--- config.mk ---
export PLATFORM = sky130hd
export DESIGN_NAME = card_host_status_flags
export DESIGN_NICKNAME = d
export VERILOG_FILES = /design/src/include/card_host_pkg.sv /design/src/rtl/card_host_status_flags.sv
export SDC_FILE = /design/constraint.sdc
export NUM_CORES = 1
export LEC_CHECK = 0
export BUFFER_PORTS_ARGS = -buffer_cell sky130_fd_sc_hd__clkbuf_2
export CAP_MARGIN = 0
export CORE_MARGIN = 2
export CORE_UTILIZATION = 53
export CTS_CLUSTER_SIZE = 24
export DETAILED_ROUTE_END_ITERATION = 12
export PLACE_DENSITY = 0.77
export REMOVE_ABC_BUFFERS = 1
export SYNTH_ARGS = -nofsm -noshare
export SYNTH_HDL_FRONTEND = slang
export SYNTH_SLANG_ARGS = --single-unit
export TNS_END_PERCENT = 5
--- constraint.sdc ---
create_clock -name i_clk_sys -period 2.1 [get_ports i_clk_sys]
set_input_delay 0.315 -clock i_clk_sys [delete_from_list [all_inputs] [get_ports i_clk_sys]]
set_output_delay 0.315 -clock i_clk_sys [all_outputs]
set_load 0.01 [all_outputs]
--- src/include/card_host_pkg.sv ---
// constants for the card host status flag block
// Notes on behaviour
// RULE_01: command flag low while busy, set done
// RULE_02: rx flag set on data, cleared by read
// RULE_03: tx flag set on shift load, cleared write
// RULE_04: block ended per write block, clear on read
// RULE_05: in-progress high until crc16 ends
// RULE_06: card holds dat0 low; free after busy
// RULE_07: reads clear free flag at command end
// RULE_08: open-ended read frees on stop command
// RULE_09: single read frees at block end
// RULE_10: counted read frees after last block
// RULE_11: rx count end at zero, cleared counter write
// RULE_12: tx count end at zero, cleared counter write
// RULE_13: rx full while both rx counters zero
// RULE_14: tx empty while both tx counters zero
// RULE_15: slot a irq sticky, cleared status read
// RULE_16: read wait bit follows io wait state
// RULE_17: completion seen sticky, cleared status read
// RULE_18: index error set mismatch, cleared command write
// RULE_19: unused bits read zero, writes ignored
package card_host_pkg;
  localparam logic [31:0] STATUS_ADDR = 32'h40000040;
  localparam logic [31:0] IRQ_MASK_ADDR = 32'h40000044;
  localparam logic [31:0] IRQ_STAT_ADDR = 32'h40000048;
  localparam logic [31:0] STATUS_RESET = 32'h00000025;
  localparam int B_CMD_DONE = 0;
  localparam int B_RX_RDY = 1;
  localparam int B_TX_TAKEN = 2;
  localparam int B_BLK_END = 3;
  localparam int B_XFER = 4;
  localparam int B_FREE = 5;
  localparam int B_RX_END = 6;
  localparam int B_TX_END = 7;
  localparam int B_SLOT_A = 8;
  localparam int B_RWAIT = 12;
  localparam int B_CSEEN = 13;
  localparam int B_RX_FULL = 14;
  localparam int B_TX_EMPTY = 15;
  localparam int B_RIDX = 16;
  localparam logic [1:0] RESP_OKAY = 2'h0;
  localparam logic [1:0] RESP_SLVERR = 2'h2;
  typedef enum logic [1:0] {
    RD_SINGLE = 2'b00,
    RD_COUNTED = 2'b01,
    RD_OPEN = 2'b10,
    WR_BLOCKS = 2'b11
  } xfer_kind_t;
endpackage

--- src/rtl/card_host_status_flags.sv ---
// status flag register of the card host, with axi4-lite slave
`timescale 1ns/100ps
module card_host_status_flags (
  input  wire logic        i_clk_sys,
  input  wire logic        i_rst,
  input  wire logic [31:0] s_axi_awaddr,
  input  wire logic        s_axi_awvalid,
  output logic             s_axi_awready,
  input  wire logic [31:0] s_axi_wdata,
  input  wire logic [3:0]  s_axi_wstrb,
  input  wire logic        s_axi_wvalid,
  output logic             s_axi_wready,
  output logic [1:0]       s_axi_bresp,
  output logic             s_axi_bvalid,
  input  wire logic        s_axi_bready,
  input  wire logic [31:0] s_axi_araddr,
  input  wire logic        s_axi_arvalid,
  output logic             s_axi_arready,
  output logic [31:0]      s_axi_rdata,
  output logic [1:0]       s_axi_rresp,
  output logic             s_axi_rvalid,
  input  wire logic        s_axi_rready,
  input  wire logic        i_cmd_write,
  input  wire logic        i_cmd_sent,
  input  wire logic        i_resp_end,
  input  wire logic [5:0]  i_cmd_index,
  input  wire logic [5:0]  i_resp_index,
  input  wire logic [1:0]  i_xfer_kind,
  input  wire logic        i_stop_cmd_end,
  input  wire logic        i_rx_data_read,
  input  wire logic        i_rx_data_arrive,
  input  wire logic        i_tx_data_write,
  input  wire logic        i_tx_shift_load,
  input  wire logic        i_xfer_start,
  input  wire logic        i_crc_end,
  input  wire logic        i_block_end,
  input  wire logic        i_last_block,
  input  wire logic        i_link_clk,
  input  wire logic        i_dat0,
  input  wire logic        i_cmd_line,
  input  wire logic        i_slot_a_irq,
  input  wire logic        i_io_wait,
  input  wire logic        i_rx_cnt_write,
  input  wire logic        i_rx_cnt_zero,
  input  wire logic        i_rx_next_zero,
  input  wire logic        i_tx_cnt_write,
  input  wire logic        i_tx_cnt_zero,
  input  wire logic        i_tx_next_zero,
  output logic             o_irq,
  output logic [31:0]      o_status
);
  // pin samplers: first stage read only by second
  logic [3:0] pin_m_q;
  logic [3:0] pin_s_q;
  logic [3:0] pin_d;
  logic       clk_prev_q;
  logic       clk_prev_d;
  always_comb begin
    pin_d = {i_link_clk, i_dat0, i_cmd_line, i_slot_a_irq};
    clk_prev_d = pin_s_q[3];
  end
  always_ff @(posedge i_clk_sys) begin
    if (i_rst) begin
      pin_m_q <= 4'hF;
      pin_s_q <= 4'hF;
      clk_prev_q <= 1'b1;
    end else begin
      pin_m_q <= pin_d;
      pin_s_q <= pin_m_q;
      clk_prev_q <= clk_prev_d;
    end
  end
  logic link_rise;
  logic dat0_s;
  logic cmdl_s;
  logic slot_s;
  assign link_rise = pin_s_q[3] & ~clk_prev_q;
  assign dat0_s = pin_s_q[2];
  assign cmdl_s = pin_s_q[1];
  assign slot_s = pin_s_q[0];

  // axi4-lite slave: one write and one read at a time
  typedef enum logic [1:0] {
    SEL_STATUS = 2'b00,
    SEL_MASK   = 2'b01,
    SEL_IRQS   = 2'b10,
    SEL_NONE   = 2'b11
  } reg_sel_t;
  // one decoder for both channels keeps the maps equal
  function automatic reg_sel_t reg_decode(input logic [31:0] addr);
    reg_sel_t sel;
    sel = SEL_NONE;
    if (addr == card_host_pkg::STATUS_ADDR) begin
      sel = SEL_STATUS;
    end else if (addr == card_host_pkg::IRQ_MASK_ADDR) begin
      sel = SEL_MASK;
    end else if (addr == card_host_pkg::IRQ_STAT_ADDR) begin
      sel = SEL_IRQS;
    end
    return sel;
  endfunction

  logic        aw_q;
  logic        aw_d;
  logic        w_q;
  logic        w_d;
  logic        b_q;
  logic        b_d;
  logic        r_q;
  logic        r_d;
  logic [31:0] awa_q;
  logic [31:0] awa_d;
  logic [31:0] wd_q;
  logic [31:0] wd_d;
  logic [3:0]  ws_q;
  logic [3:0]  ws_d;
  logic [31:0] rd_q;
  logic [31:0] rd_d;
  logic [1:0]  bresp_q;
  logic [1:0]  bresp_d;
  logic [1:0]  rresp_q;
  logic [1:0]  rresp_d;
  logic [31:0] mask_q;
  logic [31:0] mask_d;
  logic [31:0] stat_q;
  logic [31:0] stat_d;
  logic [31:0] irqs_q;
  logic [31:0] irqs_d;
  logic        wr_fire;
  logic        rd_fire;
  logic        status_read;
  reg_sel_t    aw_sel;
  reg_sel_t    ar_sel;
  assign s_axi_awready = ~aw_q & ~b_q;
  assign s_axi_wready = ~w_q & ~b_q;
  assign s_axi_arready = ~r_q;
  assign s_axi_bvalid = b_q;
  assign s_axi_bresp = bresp_q;
  assign s_axi_rvalid = r_q;
  assign s_axi_rdata = rd_q;
  assign s_axi_rresp = rresp_q;
  assign wr_fire = aw_q & w_q & ~b_q;
  assign rd_fire = s_axi_arvalid & ~r_q;
  // write decode uses the held address, read the live one
  assign aw_sel = reg_decode(awa_q);
  assign ar_sel = reg_decode(s_axi_araddr);
  // side effects of reading status: sticky flags clear
  assign status_read = rd_fire & (ar_sel == SEL_STATUS);

  always_comb begin
    aw_d = aw_q;
    w_d = w_q;
    b_d = b_q;
    r_d = r_q;
    awa_d = awa_q;
    wd_d = wd_q;
    rd_d = rd_q;
    bresp_d = bresp_q;
    rresp_d = rresp_q;
    mask_d = mask_q;
    ws_d = ws_q;
    if (s_axi_awvalid && s_axi_awready) begin
      aw_d = 1'b1;
      awa_d = s_axi_awaddr;
    end
    if (s_axi_wvalid && s_axi_wready) begin
      w_d = 1'b1;
      wd_d = s_axi_wdata;
      ws_d = s_axi_wstrb;
    end
    if (wr_fire) begin
      aw_d = 1'b0;
      w_d = 1'b0;
      b_d = 1'b1;
      bresp_d = card_host_pkg::RESP_OKAY;
      unique case (aw_sel)
        // strobes held with the data; partial mask writes dropped
        SEL_MASK: begin
          if (ws_q == 4'hF) begin
            mask_d = wd_q;
          end
        end
        // RULE_19 status writes ignored
        SEL_STATUS: begin
          mask_d = mask_q;
        end
        SEL_IRQS: begin
          mask_d = mask_q;
        end
        SEL_NONE: begin
          bresp_d = card_host_pkg::RESP_SLVERR;
        end
      endcase
    end
    if (b_q && s_axi_bready) begin
      b_d = 1'b0;
    end
    if (rd_fire) begin
      r_d = 1'b1;
      rresp_d = card_host_pkg::RESP_OKAY;
      unique case (ar_sel)
        SEL_STATUS: rd_d = stat_q;
        SEL_MASK:   rd_d = mask_q;
        SEL_IRQS:   rd_d = irqs_q;
        SEL_NONE: begin
          rd_d = 32'h00000000;
          rresp_d = card_host_pkg::RESP_SLVERR;
        end
      endcase
    end else if (r_q && s_axi_rready) begin
      r_d = 1'b0;
    end
  end
  always_ff @(posedge i_clk_sys) begin
    if (i_rst) begin
      aw_q <= 1'b0;
      w_q <= 1'b0;
      b_q <= 1'b0;
      r_q <= 1'b0;
      awa_q <= 32'h00000000;
      wd_q <= 32'h00000000;
      rd_q <= 32'h00000000;
      bresp_q <= 2'h0;
      rresp_q <= 2'h0;
      mask_q <= 32'h00000000;
      ws_q <= 4'h0;
    end else begin
      aw_q <= aw_d;
      w_q <= w_d;
      b_q <= b_d;
      r_q <= r_d;
      awa_q <= awa_d;
      wd_q <= wd_d;
      rd_q <= rd_d;
      bresp_q <= bresp_d;
      rresp_q <= rresp_d;
      mask_q <= mask_d;
      ws_q <= ws_d;
    end
  end

  // card side tracking
  // busy end only at a link rise, so dat0 glitches between edges are ignored
  logic busy_wait_q;
  logic busy_wait_d;
  logic cs_prev_q;
  logic cs_prev_d;
  logic slot_prev_q;
  logic slot_prev_d;
  logic irqs_clr_wr;
  always_comb begin
    stat_d = stat_q;
    busy_wait_d = busy_wait_q;
    cs_prev_d = cmdl_s;
    slot_prev_d = slot_s;
    // RULE_01 command flag
    if (i_cmd_write) begin
      stat_d[card_host_pkg::B_CMD_DONE] = 1'b0;
    end
    if (i_cmd_sent) begin
      stat_d[card_host_pkg::B_CMD_DONE] = 1'b1;
    end
    // RULE_02 receive ready
    if (i_rx_data_read) begin
      stat_d[card_host_pkg::B_RX_RDY] = 1'b0;
    end
    if (i_rx_data_arrive) begin
      stat_d[card_host_pkg::B_RX_RDY] = 1'b1;
    end
    // RULE_03 transmit taken
    if (i_tx_data_write) begin
      stat_d[card_host_pkg::B_TX_TAKEN] = 1'b0;
    end
    if (i_tx_shift_load) begin
      stat_d[card_host_pkg::B_TX_TAKEN] = 1'b1;
    end
    // RULE_05 transfer in progress
    if (i_xfer_start) begin
      stat_d[card_host_pkg::B_XFER] = 1'b1;
    end else if (i_crc_end) begin
      stat_d[card_host_pkg::B_XFER] = 1'b0;
    end
    // RULE_06 RULE_07 busy from response end
    if (i_resp_end) begin
      stat_d[card_host_pkg::B_FREE] = 1'b0;
      busy_wait_d = (i_xfer_kind == card_host_pkg::WR_BLOCKS);
    end
    // RULE_06 dat0 released, sampled on link edge
    if (busy_wait_q && link_rise && dat0_s && !i_resp_end) begin
      stat_d[card_host_pkg::B_FREE] = 1'b1;
      busy_wait_d = 1'b0;
    end
    // RULE_08 RULE_09 RULE_10 read completion
    if ((i_xfer_kind == card_host_pkg::RD_OPEN && i_stop_cmd_end) ||
        (i_xfer_kind == card_host_pkg::RD_SINGLE && i_block_end) ||
        (i_xfer_kind == card_host_pkg::RD_COUNTED && i_block_end && i_last_block)) begin
      stat_d[card_host_pkg::B_FREE] = 1'b1;
    end
    // RULE_11 RULE_12 counter end flags
    if (i_rx_cnt_write) begin
      stat_d[card_host_pkg::B_RX_END] = 1'b0;
    end else if (i_rx_cnt_zero) begin
      stat_d[card_host_pkg::B_RX_END] = 1'b1;
    end
    if (i_tx_cnt_write) begin
      stat_d[card_host_pkg::B_TX_END] = 1'b0;
    end else if (i_tx_cnt_zero) begin
      stat_d[card_host_pkg::B_TX_END] = 1'b1;
    end
    // RULE_13 RULE_14 both counters zero
    stat_d[card_host_pkg::B_RX_FULL] = ~i_rx_cnt_write & i_rx_cnt_zero & i_rx_next_zero;
    stat_d[card_host_pkg::B_TX_EMPTY] = ~i_tx_cnt_write & i_tx_cnt_zero & i_tx_next_zero;
    // RULE_16 read wait level
    stat_d[card_host_pkg::B_RWAIT] = i_io_wait;
    // clear on read first, so a same-cycle event wins
    if (status_read) begin
      stat_d[card_host_pkg::B_BLK_END] = 1'b0;
      stat_d[card_host_pkg::B_SLOT_A] = 1'b0;
      stat_d[card_host_pkg::B_CSEEN] = 1'b0;
    end
    // RULE_04 write block ended
    if (i_block_end && i_xfer_kind == card_host_pkg::WR_BLOCKS) begin
      stat_d[card_host_pkg::B_BLK_END] = 1'b1;
    end
    // RULE_15 slot a interrupt, active low line
    if (!slot_s && slot_prev_q) begin
      stat_d[card_host_pkg::B_SLOT_A] = 1'b1;
    end
    // RULE_17 completion signal, falling cmd line
    if (!cmdl_s && cs_prev_q && stat_q[card_host_pkg::B_CMD_DONE]) begin
      stat_d[card_host_pkg::B_CSEEN] = 1'b1;
    end
    // RULE_18 response index check
    if (i_cmd_write) begin
      stat_d[card_host_pkg::B_RIDX] = 1'b0;
    end
    if (i_resp_end && i_resp_index != i_cmd_index) begin
      stat_d[card_host_pkg::B_RIDX] = 1'b1;
    end
    // RULE_19 unassigned bits zero
    stat_d[31:17] = 15'h0000;
    stat_d[11:9] = 3'h0;
  end
  always_ff @(posedge i_clk_sys) begin
    if (i_rst) begin
      stat_q <= card_host_pkg::STATUS_RESET;
      busy_wait_q <= 1'b0;
      cs_prev_q <= 1'b1;
      slot_prev_q <= 1'b1;
    end else begin
      stat_q <= stat_d;
      busy_wait_q <= busy_wait_d;
      cs_prev_q <= cs_prev_d;
      slot_prev_q <= slot_prev_d;
    end
  end

  // interrupt status: rises of status bits, write one to clear
  assign irqs_clr_wr = wr_fire & (aw_sel == SEL_IRQS);
  always_comb begin
    irqs_d = irqs_q;
    if (irqs_clr_wr) begin
      irqs_d = irqs_q & ~wd_q;
    end
    irqs_d = irqs_d | (stat_d & ~stat_q);
  end
  always_ff @(posedge i_clk_sys) begin
    if (i_rst) begin
      irqs_q <= 32'h00000000;
    end else begin
      irqs_q <= irqs_d;
    end
  end
  // level output, high while any unmasked bit stands
  assign o_irq = |(irqs_q & mask_q);
  assign o_status = stat_q;
endmodule

==> impl_summary.log <==
INFO  metric worst_ep_arrival_time = 2.01 ns
INFO  metric ys_top_cells_by_area = dfxtp_1 48%, nand2_1 8.1%, nand2b_1 7.2%, a21oi_1 6.9%, a22oi_1 4.1%
INFO  metric grt_util_all_layers = 0.253
INFO  metric die_area = 16300 sq um
INFO  metric startpoint_type = flop
INFO  metric timing.max_cap.violations = 0
INFO  metric power-per-cell-area = 815 nW/um^2
INFO  metric clkTransAtPathRegs = ~0.07 ns
INFO  metric final_layout_size_suffix_gt1_frac = 0.238
INFO  metric tritoncts = yes
INFO  metric drt_pre_antenna_iters = 5
INFO  metric yosys.area_share.simple = 0.243
INFO  metric critical_path.reg2reg.startpoint = awa_q[18]
INFO  metric final_antenna_net_count = 0
INFO  metric clockRootBuffer = clkbuf_16
INFO  metric global_route_wire_length_before_repair = 33000 um
INFO  metric place.port_buffers = between 150 and 200
INFO  metric min_path_type = primary input to flop
INFO  metric routed_wirelength = 20000 um
INFO  metric viasPerCell = 5.33
INFO  metric clock_path_buffers = 2
INFO  metric flow.area_growth_from_synthesis = 20.6%
INFO  metric postSynthRegisterBits = 196
INFO  metric hpwl = 13500 um
INFO  metric layout.nets = between 1000 and 1500
INFO  metric hold_path_end = pin_m_q[0]
INFO  metric design.core.area = 15100 sq um
INFO  metric globalRoute.totalOverflow = 0
INFO  metric grt_antenna_before_repair = 0
INFO  metric pin_count_of_the_biggest_net_entering_global_routing = between 50 and 60
INFO  metric routed_wire_length_per_instance = 15.0 um
INFO  metric initial_core_utilization = 0.538
INFO  metric ys.warnings.count = 0
INFO  metric holdCritStartpoint = i_slot_a_irq
INFO  metric timing.final.crit_period = ~2.3 ns
INFO  metric chipHeight = 128 um
INFO  metric category_of_the_critical_setup_timing_path = flop to output pin
INFO  metric yosysUniqueCellTypes = 48
INFO  metric path_max_fanout = 2
INFO  metric die_x = 128 um
INFO  metric worst_slack = -0.221 ns
INFO  metric synth_largest_type_area_fraction = 0.484
INFO  metric setup-tns-final = -0.221 ns
INFO  metric synth-async-reset-ratio = 0
INFO  metric max_slew_margin = 0.351
INFO  metric first_global_vias = 6792
INFO  metric worst_hold_path_cells = 2
INFO  metric synth-compound-area-share = 0.162
INFO  metric yosys.area_share.xor_xnor = 0.00648
INFO  metric finish.utilization = 0.649
INFO  metric clock-sinks = between 150 and 200
INFO  metric synth_area = 8110 sq um
INFO  metric number_of_enable_flip_flop_cells_after_synthesis = 0
INFO  metric failing_checks = negative setup slack
INFO  metric register_to_register_path_setup_slack = 0.16 ns
INFO  metric final_instance_count_without_filler_cells = 1333
INFO  metric synth-main-ff-cell = dfxtp_1
INFO  metric holdBufCountCts = 0
INFO  metric synth_most_common_cell = dfxtp_1
INFO  metric timing.critical_path.required = 1.78 ns
INFO  metric synth.cells.most_frequent = 196 x dfxtp_1, 176 x nand2_1, 112 x a21oi_1, 94 x nand2b_1, 52 x clkbuf_1
INFO  metric status = finished with violations
INFO  metric worst-slew-pin-transition = 0.969 ns
INFO  metric placer_s_final_routability_congestion_estimate = 0.833
INFO  metric fmaxAchievable = 431 MHz
INFO  metric drc_errors = 0
INFO  metric num_rows = 45
INFO  metric worstPathCellList = a22o_1 > a221oi_2 > nand3_1 > or4_4 > buf_6
INFO  metric report.final.slew_viol_count = 0
INFO  metric synth-adder-area-share = 0
INFO  metric seq_area_frac_synth = 0.484
INFO  metric vias = about 7000
INFO  metric timing.clock.skew = 0.00634 ns
INFO  metric placed_area = 9160 sq um
INFO  metric drt_iter0_drc = 445
INFO  metric leakagePower = 3.90 nW
INFO  metric post-route-period-util = 1.11
INFO  metric main_combinational_cell_family_by_area_after_synthesis = simple AND/OR/NAND/NOR gates
INFO  metric finalHoldViolations = 0
INFO  metric fill_cells = 1338
INFO  metric cpPeakStageDelay = roughly 0.51 ns
INFO  metric kind_of_end_point_of_the_critical_path = output pin
INFO  metric setup_violations = 1
INFO  metric post_synth_inst_count = 958
INFO  metric antenna_cells_inserted = 0
INFO  metric vdd_drop_max = 529 uV
INFO  metric worst_r2r_path_depth = 6
INFO  metric rr_endpoint = mask_q[12]
INFO  metric htree_levels = 4
INFO  metric ports = 218
INFO  metric dp_cells = 1300
INFO  metric synth.avg_cell_area = 8.47 sq um
INFO  metric final_cell_area = 9790 sq um
INFO  metric synth_top_cell_by_area = dfxtp_1
INFO  metric synth.mux.area_fraction = 0.0407
INFO  metric critical-path-slowest-cell = or4_4
INFO  metric worstSkewPairLatency = 0.43 ns
INFO  metric setup_repair_after_global_routing_missed_its_margin = yes
INFO  metric numCtsBuffers = 17
==> layout by cell type (no fill, tap or decap), drive strengths merged, types with 6 or more instances in the layout <==
| cell type | count |
|---|---|
| a211oi | 6 |
| dfxtp | 196 |
| clkinv | 6 |
| nand2 | 176 |
| nand3 | 21 |
| o21ai | 38 |
| a21oi | 112 |
| nand2b | 94 |
| a311oi | 9 |
| conb | 20 |
| buf | 22 |
| clkbuf | 213 |
| nor2 | 39 |
| inv | 28 |
| nand4 | 6 |
| nor4 | 13 |
| a22oi | 44 |
| nor2b | 13 |
| mux2i | 33 |
| or2 | 12 |
==> stage by stage <==
stage / hold WS [ns] / worst slack [ns] / power (W)
floorplan: 0.384 / -0.682 / 0.00441
CTS: 0.0511 / -0.227 / 0.00801
finish: 0.0597 / -0.221 / 0.00798
global route: 0.0547 / -0.273 / 0.00829
global placement: 0.391 / 0.121 / 0.00478
detailed placement: 0.394 / 0.0554 / 0.00480
==> logic make-up (layout without fill, tap and decap cells) <==
kind of cell	Yosys count	in the layout
xor+xnor	6	6
other cells	1	20
flops	196	196
buf+inv	105	273
compound gates	222	222
simple gates	395	395
mux	33	33
==> layout make-up <==
cell class | instances | area [sq um] | share of cell area
Tap cell | 188 | 235 | 0.0240
Timing Repair Buffer | 217 | 1170 | 0.120
Clock buffer | 18 | 439 | 0.0449
Inverter | 24 | 90.1 | 0.00920
Multi-Input combinational cell | 676 | 3770 | 0.386
Sequential cell | 196 | 3930 | 0.401
Clock inverter | 14 | 151 | 0.0155
==> where the power goes <==
| group | leakage, nW | switching (W) | internal (W) | total (W) |
|---|---|---|---|---|
| logic | 2.01 | 0.000430 | 0.000320 | 0.000749 |
| clock network | 0.287 | 0.00146 | 0.00180 | 0.00326 |
| registers | 1.60 | 0.000106 | 0.00386 | 0.00397 |
| total | 3.90 | 0.00199 | 0.00598 | 0.00798 |
==> sequential cells by signal (all words and copies together) (netlist names), 4 cells and up <==
name,count
o_status,14
mask_q,32
awa_q,32
pin_s_q,4
s_axi_rdata,32
irqs_q,32
pin_m_q,4
wd_q,32
ws_q,4
==> worst max path at each step <==
stage          startpoint   endpoint
2_1_floorplan    awa_q[4]  mask_q[0]
3_3_place_gp   irqs_q[16]      o_irq
3_5_place_dp   irqs_q[16]      o_irq
4_1_cts        mask_q[16]      o_irq
5_1_grt        mask_q[16]      o_irq
6_report       mask_q[16]      o_irq
==> worst max-delay path, delay by kind of cell, from the launching register on <==
family          cells  cell delay (ns)
compound gates      2             0.48
buf+inv             1             0.14
flops               1             0.32
simple gates        2             0.63
==> metal layers <==
metal / track usage / part of all wire
met1: 0.309 / 0.43
met2: 0.433 / 0.49
met3: 0.0580 / 0.062
met4: 0.0995 / 0.024
met5: 0 / 0
==> timing repair <==
item                       4_1_cts  5_1_grt
gates resized for setup          5        2
setup buffers                    1        0
setup endpoints to repair        1        1
pin swaps                        3        1
cloned                           0        0
Note: power is estimated with default switching activity, not from simulation.
